**config.mk**
```make
export PLATFORM = sky130hd
export DESIGN_NAME = asp_serial_port
export DESIGN_NICKNAME = d
export VERILOG_FILES = /design/src/verilog/asp_pkg.sv /design/src/verilog/asp_serial_port.sv
export VERILOG_INCLUDE_DIRS = /design/src /design/src/verilog
export SDC_FILE = /design/constraint.sdc
export NUM_CORES = 1
export LEC_CHECK = 0
export ABC_AREA = 1
export BUFFER_PORTS_ARGS = -buffer_cell sky130_fd_sc_hd__buf_2
export CELL_PAD_IN_SITES_DETAIL_PLACEMENT = 1
export CELL_PAD_IN_SITES_GLOBAL_PLACEMENT = 1
export CORE_ASPECT_RATIO = 2
export CORE_UTILIZATION = 36
export CTS_CLUSTER_SIZE = 20
export DETAILED_ROUTE_END_ITERATION = 8
export GPL_ROUTABILITY_DRIVEN = 1
export PLACE_DENSITY = 0.85
export REMOVE_ABC_BUFFERS = 1
export SYNTH_ARGS = -nofsm -noshare
export SYNTH_HDL_FRONTEND = slang
export SYNTH_SLANG_ARGS = --single-unit
export TNS_END_PERCENT = 50
```
**constraint.sdc**
```tcl
create_clock -name clk -period 1.5 [get_ports clk]
set_input_delay 0.3 -clock clk [delete_from_list [all_inputs] [get_ports clk]]
set_output_delay 0.3 -clock clk [all_outputs]
set_load 0.05 [all_outputs]
```
**src/verilog/asp_cfg.svh**
```systemverilog
// offsets, field positions and reset values of the serial port block
// assumes: included by bare name from the design file
`ifndef ASP_CFG_SVH
`define ASP_CFG_SVH

// register select codes carried by the comm byte
`define ASP_RS_STATUS 3'h0
`define ASP_RS_MODE 3'h1
`define ASP_RS_CONF 3'h2
`define ASP_RS_DATA 3'h3
`define ASP_RS_ID 3'h4
`define ASP_RS_GPO 3'h5

// comm byte fields
`define ASP_COMM_WEN_BIT 7
`define ASP_COMM_RW_BIT 6
`define ASP_COMM_RS_MSB 5
`define ASP_COMM_RS_LSB 3

// config, gpo and status fields
`define ASP_CONF_REF_PAIR_SELECT_BIT 20
`define ASP_GPO_EN_LSB 4
`define ASP_STATUS_RDY_BIT 7

// reset values
`define ASP_MODE_RST 24'h000000
`define ASP_CONF_RST 24'h000000
`define ASP_GPO_RST 8'h00

`endif

```
**src/verilog/asp_pkg.sv**
```systemverilog
// types shared by the serial port block
// assumes: nothing beyond the compile order
package asp_pkg;
   typedef enum logic [1:0] {
      ST_COMM = 2'b00,
      ST_READ = 2'b01,
      ST_WRITE = 2'b10
   } asp_state_e;
   typedef logic [2:0] asp_rs_t;
endpackage

```
**src/verilog/asp_serial_port.sv**
```systemverilog
// pin-level serial port, ready flag, sync reset and gpo pins of the converter
// assumes: host drives sclk, csN, din, syncN asynchronously; converter side on clk
`timescale 1ns/10ps
`include "asp_cfg.svh"

module asp_serial_port #(
   parameter int DATA_W = 24,
   // arbitrary identity value
   parameter logic [7:0] ID_VAL = 8'h5a
) (
   // system
   input wire logic clk,
   input wire logic rst_n,
   // serial pins
   input wire logic sclk,
   input wire logic csN,
   input wire logic din,
   output logic doutRdy,
   output logic doutRdyOe,
   // sync pin
   input wire logic syncN,
   // converter side
   input wire logic convDone,
   input wire logic [DATA_W-1:0] convData,
   input wire logic updateWarn,
   output logic filtRst,
   output logic calRst,
   output logic modRst,
   output logic [DATA_W-1:0] modeReg,
   output logic [DATA_W-1:0] confReg,
   output logic refPairSelect,
   // gpo pins
   output logic gpo0OrRef2Neg,
   output logic gpo0OrRef2NegOe,
   output logic gpo1OrRef2Pos,
   output logic gpo1OrRef2PosOe,
   output logic gpoBit2,
   output logic gpoBit2Oe,
   output logic gpoBit3,
   output logic gpoBit3Oe
);
   localparam int CW = $clog2(DATA_W + 1);
   localparam logic [CW-1:0] LAST8 = CW'(7);
   localparam logic [CW-1:0] LASTW = CW'(DATA_W - 1);

   if (DATA_W < 9 || DATA_W > 32) begin : g_chk
      $error("DATA_W must lie between 9 and 32");
   end

   // pin synchronisers
   logic sclk1, sclkS, sclkD, cs1, csS, din1, dinS, sync1, syncS;
   always_ff @(posedge clk) begin
      if (!rst_n) begin
         sclk1 <= 1'b0;
         sclkS <= 1'b0;
         sclkD <= 1'b0;
         cs1 <= 1'b1;
         csS <= 1'b1;
         din1 <= 1'b0;
         dinS <= 1'b0;
         sync1 <= 1'b1;
         syncS <= 1'b1;
      end else begin
         sclk1 <= sclk;
         sclkS <= sclk1;
         sclkD <= sclkS;
         cs1 <= csN;
         csS <= cs1;
         din1 <= din;
         dinS <= din1;
         sync1 <= syncN;
         syncS <= sync1;
      end
   end

   logic csLow, sclkRise, sclkFall;
   assign csLow = !csS;
   assign sclkRise = sclkS && !sclkD;
   assign sclkFall = !sclkS && sclkD;

   // serial engine and registers
   asp_pkg::asp_state_e st_r, st_nxt;
   logic [CW-1:0] cnt_r, cnt_nxt;
   logic [DATA_W-1:0] inSh_r, inSh_nxt, outSh_r, outSh_nxt;
   logic outBit_r, outBit_nxt;
   asp_pkg::asp_rs_t rs_r, rs_nxt;
   logic [DATA_W-1:0] mode_r, mode_nxt, conf_r, conf_nxt;
   logic [7:0] gpo_r, gpo_nxt;
   logic [DATA_W-1:0] data_r, data_nxt;
   logic rdyN_r, rdyN_nxt;
   logic dataRd;
   logic [DATA_W-1:0] loadVal;
   logic [7:0] newComm;
   asp_pkg::asp_rs_t commRs;
   logic [CW-1:0] lastBit;

   assign newComm = {inSh_r[6:0], dinS};
   assign commRs = newComm[`ASP_COMM_RS_MSB:`ASP_COMM_RS_LSB];
   assign lastBit = (rs_r == `ASP_RS_MODE || rs_r == `ASP_RS_CONF ||
                     rs_r == `ASP_RS_DATA) ? LASTW : LAST8;

   always_comb begin
      loadVal = '0;
      unique case (commRs)
         `ASP_RS_STATUS: loadVal[DATA_W-1 -: 8] = {rdyN_r, 7'h00};
         `ASP_RS_MODE: loadVal = mode_r;
         `ASP_RS_CONF: loadVal = conf_r;
         `ASP_RS_DATA: loadVal = data_r;
         `ASP_RS_ID: loadVal[DATA_W-1 -: 8] = ID_VAL;
         `ASP_RS_GPO: loadVal[DATA_W-1 -: 8] = gpo_r;
         default: loadVal = '0;
      endcase
   end

   // no sync term in the engine
   always_comb begin
      st_nxt = st_r;
      cnt_nxt = cnt_r;
      inSh_nxt = inSh_r;
      outSh_nxt = outSh_r;
      outBit_nxt = outBit_r;
      rs_nxt = rs_r;
      mode_nxt = mode_r;
      conf_nxt = conf_r;
      gpo_nxt = gpo_r;
      dataRd = 1'b0;
      if (!csLow) begin
         st_nxt = asp_pkg::ST_COMM;
         cnt_nxt = '0;
      end else if (sclkRise) begin
         inSh_nxt = {inSh_r[DATA_W-2:0], dinS};
         cnt_nxt = cnt_r + 1'b1;
         unique case (st_r)
            asp_pkg::ST_COMM: begin
               if (cnt_r == LAST8) begin
                  cnt_nxt = '0;
                  if (!newComm[`ASP_COMM_WEN_BIT]) begin
                     rs_nxt = commRs;
                     if (newComm[`ASP_COMM_RW_BIT]) begin
                        st_nxt = asp_pkg::ST_READ;
                        outSh_nxt = loadVal;
                     end else if (commRs == `ASP_RS_MODE || commRs == `ASP_RS_CONF ||
                                  commRs == `ASP_RS_GPO) begin
                        st_nxt = asp_pkg::ST_WRITE;
                     end
                  end
               end
            end
            asp_pkg::ST_WRITE: begin
               if (cnt_r == lastBit) begin
                  st_nxt = asp_pkg::ST_COMM;
                  cnt_nxt = '0;
                  if (rs_r == `ASP_RS_MODE) begin
                     mode_nxt = inSh_nxt;
                  end else if (rs_r == `ASP_RS_CONF) begin
                     conf_nxt = inSh_nxt;
                  end else begin
                     gpo_nxt = inSh_nxt[7:0];
                  end
               end
            end
            asp_pkg::ST_READ: begin
               if (cnt_r == lastBit) begin
                  st_nxt = asp_pkg::ST_COMM;
                  cnt_nxt = '0;
                  dataRd = (rs_r == `ASP_RS_DATA);
               end
            end
            default: st_nxt = asp_pkg::ST_COMM;
         endcase
      end else if (sclkFall && st_r == asp_pkg::ST_READ) begin
         outBit_nxt = outSh_r[DATA_W-1];
         outSh_nxt = {outSh_r[DATA_W-2:0], 1'b0};
      end
   end

   always_ff @(posedge clk) begin
      if (!rst_n) begin
         st_r <= asp_pkg::ST_COMM;
         cnt_r <= '0;
         inSh_r <= '0;
         outSh_r <= '0;
         outBit_r <= 1'b1;
         rs_r <= `ASP_RS_STATUS;
         mode_r <= `ASP_MODE_RST;
         conf_r <= `ASP_CONF_RST;
         gpo_r <= `ASP_GPO_RST;
      end else begin
         st_r <= st_nxt;
         cnt_r <= cnt_nxt;
         inSh_r <= inSh_nxt;
         outSh_r <= outSh_nxt;
         outBit_r <= outBit_nxt;
         rs_r <= rs_nxt;
         mode_r <= mode_nxt;
         conf_r <= conf_nxt;
         gpo_r <= gpo_nxt;
      end
   end

   // ready flag and result holding
   always_comb begin
      rdyN_nxt = rdyN_r;
      data_nxt = data_r;
      if (!syncS) begin
         rdyN_nxt = 1'b1;
      end else if (convDone) begin
         rdyN_nxt = 1'b0;
         data_nxt = convData;
      end else if (updateWarn || dataRd) begin
         rdyN_nxt = 1'b1;
      end
   end

   // filter, calibration and modulator reset
   logic rstHold_r, rstHold_nxt;
   always_comb begin
      rstHold_nxt = !syncS;
   end

   // dout pin
   logic dout_r, dout_nxt, doutOe_r, doutOe_nxt;
   always_comb begin
      doutOe_nxt = csLow;
      dout_nxt = (csLow && st_r == asp_pkg::ST_READ) ? outBit_r : rdyN_r;
   end

   always_ff @(posedge clk) begin
      if (!rst_n) begin
         rdyN_r <= 1'b1;
         data_r <= '0;
         rstHold_r <= 1'b0;
         dout_r <= 1'b1;
         doutOe_r <= 1'b0;
      end else begin
         rdyN_r <= rdyN_nxt;
         data_r <= data_nxt;
         rstHold_r <= rstHold_nxt;
         dout_r <= dout_nxt;
         doutOe_r <= doutOe_nxt;
      end
   end

   assign filtRst = rstHold_r;
   assign calRst = rstHold_r;
   assign modRst = rstHold_r;
   assign doutRdy = dout_r;
   assign doutRdyOe = doutOe_r;
   assign modeReg = mode_r;
   assign confReg = conf_r;
   assign refPairSelect = conf_r[`ASP_CONF_REF_PAIR_SELECT_BIT];

   // gpo pin drivers
   logic [3:0] gpoOut, gpoOe;
   for (genvar i = 0; i < 4; i++) begin : g_gpo
      assign gpoOut[i] = gpo_r[i];
      assign gpoOe[i] = gpo_r[`ASP_GPO_EN_LSB + i] && !(i < 2 && refPairSelect);
   end
   assign gpo0OrRef2Neg = gpoOut[0];
   assign gpo0OrRef2NegOe = gpoOe[0];
   assign gpo1OrRef2Pos = gpoOut[1];
   assign gpo1OrRef2PosOe = gpoOe[1];
   assign gpoBit2 = gpoOut[2];
   assign gpoBit2Oe = gpoOe[2];
   assign gpoBit3 = gpoOut[3];
   assign gpoBit3Oe = gpoOe[3];
endmodule

```
==> results of run 1 <==
-- area by class of cell --
type                            instances  area share (%)
Clock buffer                           18            4.92
Clock inverter                         14            1.60
Inverter                               92            3.87
Multi-Input combinational cell        721            37.8
Sequential cell                       151            34.0
Tap cell                              216            3.03
Timing Repair Buffer                  175            14.8
-- routing by layer --
layer  vias to the layer above  part of all wire [%]  GRT usage (%)
met2                       225                    54           49.7
li1                       3407                     -              -
met3                       121                   3.4           4.47
met5                         -                     0              0
met1                      3591                    36           25.5
met4                         0                   6.6           20.3
-- timing repair --
action,4_1_cts,5_1_grt
resized for setup,70,64
pin swaps,15,16
endpoints found under the setup margin,92,92
cloned,2,2
hold buffers,0,0
hold endpoints to repair,0,0
setup buffers,7,3
-- flip-flops by register name, summed over array words and instances (netlist names), 2 cells and up --
register,count
data_r,24
gpo_r,8
rs_r,3
st_r,2
outSh_r,24
inSh_r,23
confReg,24
cnt_r,5
modeReg,24
-- power by group --
part	switching, W	leakage [nW]	internal, W	total (W)
clock network	0.00193	0.276	0.00237	0.00430
registers	0.0000375	1.23	0.00408	0.00411
logic	0.000246	2.84	0.000128	0.000375
-- through the flow --
| stage | worst slack, ps | setup TNS, ps | std cells | util, % | cell area (µm²) |
|---|---|---|---|---|---|
| 2_1_floorplan | -938 | -57050 | 964 | - | 6440 |
| 3_3_place_gp | -154 | -5990 | 1342 | 42.4 | 7760 |
| 3_5_place_dp | -215 | -9980 | 1342 | 42.4 | 7760 |
| 4_1_cts | -55.5 | -217 | 1382 | 47.4 | 8670 |
| 5_1_grt | -232 | -12010 | 1387 | 48.7 | 8920 |
| 6_report | -120 | -4240 | 1387 | 48.7 | 8920 |
-- critical path: stages (launching register included) --
cell,delay [ps]
dfxtp_2,360
ha_4,160
nand2_4,70
nor3_4,220
nand3_2,130
nand2_4,130
buf_6,160
nand2_2,80
nor2_2,120
nor2_1,80
-- logic make-up (layout without fill, tap and decap cells) --
| group | Yosys count | after routing | share of synthesized area (%) |
|---|---|---|---|
| compound gates | 105 | 105 | 8.07 |
| xor+xnor | 3 | 3 | 0.392 |
| fa+ha+maj | 5 | 5 | 0.932 |
| buf+inv | 146 | 299 | 9.17 |
| flops | 151 | 151 | 45.0 |
| mux | 1 | 1 | 0.149 |
| simple gates | 607 | 607 | 36.2 |
-- cells in the final DEF, fill, tap and decap left out, types with 3 or more instances in the layout --
master / count
buf_4: 63
nand4_1: 10
buf_12: 10
or2_2: 4
inv_2: 10
clkinv_4: 6
nor2_2: 29
nor2_4: 7
clkinvlp_4: 3
inv_6: 3
nand2_1: 254
a21oi_2: 3
nand2_4: 9
nand3_1: 49
nand2_2: 29
dfxtp_1: 142
a21oi_1: 31
nor2_1: 209
o211ai_1: 3
o21ai_0: 53
buf_2: 90
inv_1: 82
clkbuf_16: 19
buf_6: 7
o21ai_1: 12
dfxtp_2: 9
-- worst min-delay path by stage --
stage | start | to | slack [ps] | depth (start not counted)
floorplan | rst_n | rdyN_r$_SDFFE_PN1P_ | 380 | 1
global placement | cs1$_SDFF_PN1_ | csS$_SDFF_PN1_ | 400 | 1
detailed placement | sclk1$_SDFF_PN0_ | sclkS$_SDFF_PN0_ | 400 | 2
CTS | sclk | sclk1$_SDFF_PN0_ | 30 | 3
global route | csN | cs1$_SDFF_PN1_ | 60 | 2
finish | sclk | sclk1$_SDFF_PN0_ | 50 | 3
==> results.json, run 1 <==
{
  "status": "finished with violations",
  "violations": "negative setup slack",
  "synth_area_leaders": "dfxtp_1, nand2_1, nor2_1",
  "clk_latency_ps": 440,
  "vias": 7344,
  "vdd_ir_drop_max_uv": 661,
  "final_layout_size_suffix_gt1_share_pct": 27.0,
  "multi_input_area_mm2": 0.00337,
  "rr_endpoint": "outSh_r[23]$_SDFFE_PN0P_",
  "holdCritPathClass": "primary input to flop",
  "via_per_inst": 5.29,
  "cts_tree": "yes",
  "yosysMostFrequentCell": "nand2_1",
  "final.setup.worst_slack_ps": -120,
  "ys_top_cells_by_count": "nand2_1, nor2_1, dfxtp_1",
  "end_kind": "flop",
  "htreeDepth": 4,
  "dp_hpwl_um": 15800,
  "tightest_slew_ps": 459,
  "die_w_um": 98.5,
  "grt_first_pass_wirelength_um": 39100,
  "netlist.area_leader.share_pct": 45.0,
  "cp_max_fo": 11,
  "rows": 70,
  "syn_area_mm2": 0.00671,
  "wirelength_um": 25800,
  "layout.area.seq_mm2": 0.00303,
  "grt-ovfl-total": 0,
  "cts_buffers": 17,
  "finalPower_w": 0.00879,
  "drc": 0,
  "core_mm2": 0.0183,
  "clockBufferDepth": 2,
  "syn2layout_area_growth_pct": 32.9,
  "p_leak_nw": 4.34,
  "cp-start-kind": "flop",
  "synth_area_leader_cell": "dfxtp_1",
  "whs_ps": 45.7,
  "start_util_pct": 36.7,
  "skew_ps": 8.96,
  "finalHoldViolations": 0,
  "synth_edf_count": 0,
  "maxSlewViolCount": 0,
  "period_needed_ps": 1620,
  "grt_usage_pct": 26.6,
  "ys_ff_latch": 151,
  "fp.dieH_um": 195,
  "fmax_mhz": 617,
  "yosysWarnings": 0,
  "drtPass1Iterations": 6,
  "path_clk_slew_ps": 70,
  "crit_arrival_ps": 1950,
  "syn_inst": 1018,
  "synth_area_per_cell_um2": 6.59,
  "grt_start_max_net_pins": 101,
  "powerDensity_mw_per_mm2": 985,
  "antenna_left": 0,
  "root_buffer": "clkbuf_16",
  "port_buffers": 93,
  "gp_congestion": 0.873,
  "critPathCapture": "outSh_r[23]$_SDFFE_PN0P_",
  "clkSinkCount": 151,
  "wl_per_cell_um": 18.6,
  "worstSetupStartpoint": "cnt_r[0]$_SDFFE_PP0P_",
  "yosys_most_used_dff": "dfxtp_1",
  "cp.required_ps": 1830,
  "path_class": "flop to flop",
  "fin_nets": 1195,
  "synth-seq-area-share_pct": 45.0,
  "ios": 94,
  "period_share_pct": 108,
  "antenna_found_initial": 0,
  "reg2reg_from": "cnt_r[0]$_SDFFE_PP0P_",
  "r2r_slack_ps": -120,
  "first_iter_violations": 435,
  "r2r_cells": 9,
  "rsz0062_at_grt": "yes",
  "fillCellCount": 2384,
  "maxCapViolCount": 0,
  "die_area_mm2": 0.0192,
  "synth.distinct_cells": 32,
  "grt_pass1_vias": 7672,
  "async_reset_ff_share_pct": 0,
  "max_slew_margin_pct": 69.4,
  "antenna_cells": 0,
  "finalSetupViolCount": 79
}
(Power assumes the default switching activity.)
==> inputs of run 2 (changes only) <==
==> constraint.sdc (replaced) <==
create_clock -name clk -period 1.5 [get_ports clk]
set_input_delay 0.075 -clock clk [delete_from_list [all_inputs] [get_ports clk]]
set_output_delay 0.075 -clock clk [all_outputs]
set_load 0.05 [all_outputs]
==> results.json, run 2 (synthesized netlist as in run 1, its figures left out) <==
{
  "drtPass1Iterations": 6,
  "pre_cts_ws_ps": -200,
  "fin_area_mm2": 0.00970,
  "drc": 0,
  "root_buffer": "clkbuf_16",
  "gr-usage-met3_pct": 4.01,
  "ios": 94,
  "post_dp_cell_area_mm2": 0.00777,
  "grt_pass1_vias": 7883,
  "maxSlewViolCount": 0,
  "powerDensity_mw_per_mm2": 944,
  "gr-usage-met1_pct": 26.6,
  "start_util_pct": 36.7,
  "clkSinkCount": 151,
  "cp.required_ps": 1860,
  "violations": "negative hold slack, negative setup slack",
  "grt_usage_pct": 27.5,
  "die_w_um": 98.5,
  "port_buffers": 93,
  "rows": 70,
  "end_kind": "flop",
  "max_slew_margin_pct": 62.2,
  "htreeDepth": 4,
  "fin_nets": 1236,
  "period_needed_ps": 1810,
  "syn2layout_area_growth_pct": 44.5,
  "finalSetupViolCount": 85,
  "status": "finished with violations",
  "die_area_mm2": 0.0192,
  "layout.area.seq_mm2": 0.00304,
  "skew_ps": 12.2,
  "tightest_slew_ps": 567,
  "path_class": "flop to flop",
  "wirelength_um": 32300,
  "via_per_inst": 5.57,
  "holdCritPathClass": "primary input to flop",
  "crit_arrival_ps": 2170,
  "grt.busiest_layer": "met2",
  "antenna_found_initial": 0,
  "final.setup.worst_slack_ps": -307,
  "dp_hpwl_um": 16000,
  "whs_ps": -6.04,
  "gp_congestion": 0.830,
  "antenna_cells": 0,
  "multi_input_area_mm2": 0.00361,
  "fmax_mhz": 553,
  "cp_cell_sequence": "inv_2 -> nand3_1 -> nor2_2 -> nand4_1 -> buf_6 -> buf_12 -> nand2_4 -> nand2_2 -> nor2_1",
  "slowest_delay_ps": 330,
  "first_iter_violations": 631,
  "period_share_pct": 120,
  "core_mm2": 0.0183,
  "final_layout_size_suffix_gt1_share_pct": 30.3,
  "cp_max_fo": 6,
  "p_leak_nw": 4.65,
  "wl_per_cell_um": 22.6,
  "grt_start_max_net_pins": 74,
  "final_cell_mix": "nand2_1, nor2_1, dfxtp_1",
  "antenna_left": 0,
  "maxCapViolCount": 0,
  "clockBufferDepth": 2,
  "cp-start-kind": "flop",
  "cts_tree": "yes",
  "cpMaxStageDelayCell": "dfxtp_1",
  "fp.dieH_um": 195,
  "fillCellCount": 2276,
  "cts_buffers": 17,
  "vias": 7950,
  "grt-ovfl-total": 0,
  "finalHoldViolations": 1,
  "clk_latency_ps": 450,
  "final_common_cell": "nand2_1",
  "path_clk_slew_ps": 70,
  "grt_use_met2_pct": 52.1,
  "grt_first_pass_wirelength_um": 40400,
  "rsz0062_at_grt": "yes",
  "vdd_ir_drop_max_uv": 848
}
## run 2: cell count changes in the layout (fill, tap and decap cells not counted), sizes merged, moves of 4 or more
cell         before  now
dlygate4sd3       0   30
buf             173  177
clkbuf           20   32
inv              96   92
## run 2: report_power, final
| part | total, W | internal, W | switching [W] | leakage, nW |
|---|---|---|---|---|
| sequential | 0.00412 | 0.00408 | 0.0000430 | 1.23 |
| combinational | 0.000483 | 0.000187 | 0.000296 | 3.13 |
| clock | 0.00455 | 0.00273 | 0.00182 | 0.293 |
| total | 0.00916 | 0.00700 | 0.00216 | 4.65 |
## run 2: worst max-delay path, delay by kind of cell, from the launching register on
| family | cells | cell delay [ps] |
|---|---|---|
| buf+inv | 3 | 460 |
| flops | 1 | 330 |
| simple gates | 6 | 930 |
## run 2: layout make-up
type,instances,area share [%]
clock inverters,8,1.25
clock buffers,23,4.93
inverters,92,3.64
repair buffers,216,18.9
well taps,216,2.79
multi-input cells,721,37.2
flip-flops and latches,151,31.3
## run 2: path summary, 6_finish.rpt
path                             start                       end  slack (ps)  depth (start not counted)
hold reg to reg         cs1$_SDFF_PN1_            csS$_SDFF_PN1_         420                          1
hold / removal                   rst_n      doutRdyOe$_SDFF_PN0_          -6                          3
setup reg to reg  rs_r[2]$_SDFFE_PN0P_  modeReg[22]$_SDFFE_PN0P_        -310                          9
setup / recovery  rs_r[2]$_SDFFE_PN0P_  modeReg[22]$_SDFFE_PN0P_        -310                          9
## run 2: what timing repair did
| item | in CTS | in global routing |
|---|---|---|
| hold endpoints to repair | 29 | 0 |
| buffers inserted | 6 | 7 |
| setup endpoints to repair | 90 | 90 |
| cloned | 1 | 9 |
| resized for setup | 61 | 149 |
| hold buffers | 30 | 0 |
| pin swaps | 9 | 44 |
## run 2: per-stage QoR
stage | TNS (ps) | hold WS [ps] | std cells | power (W) | utilization (%)
floorplan | -56510 | 160 | 964 | 0.00435 | -
global placement | -4530 | 261 | 1343 | 0.00455 | 42.4
detailed placement | -8540 | 266 | 1343 | 0.00457 | 42.4
CTS | -518 | 3.92 | 1411 | 0.00902 | 48.8
global route | -15650 | 2.01 | 1427 | 0.00934 | 53.0
finish | -12390 | -6.04 | 1427 | 0.00916 | 53.0
## run 2: routing by layer
layer,vias to the layer above,wire length (µm)
met4,0,2830
met5,-,0
met3,184,1650
li1,3495,-
met2,384,16600
met1,3887,11200
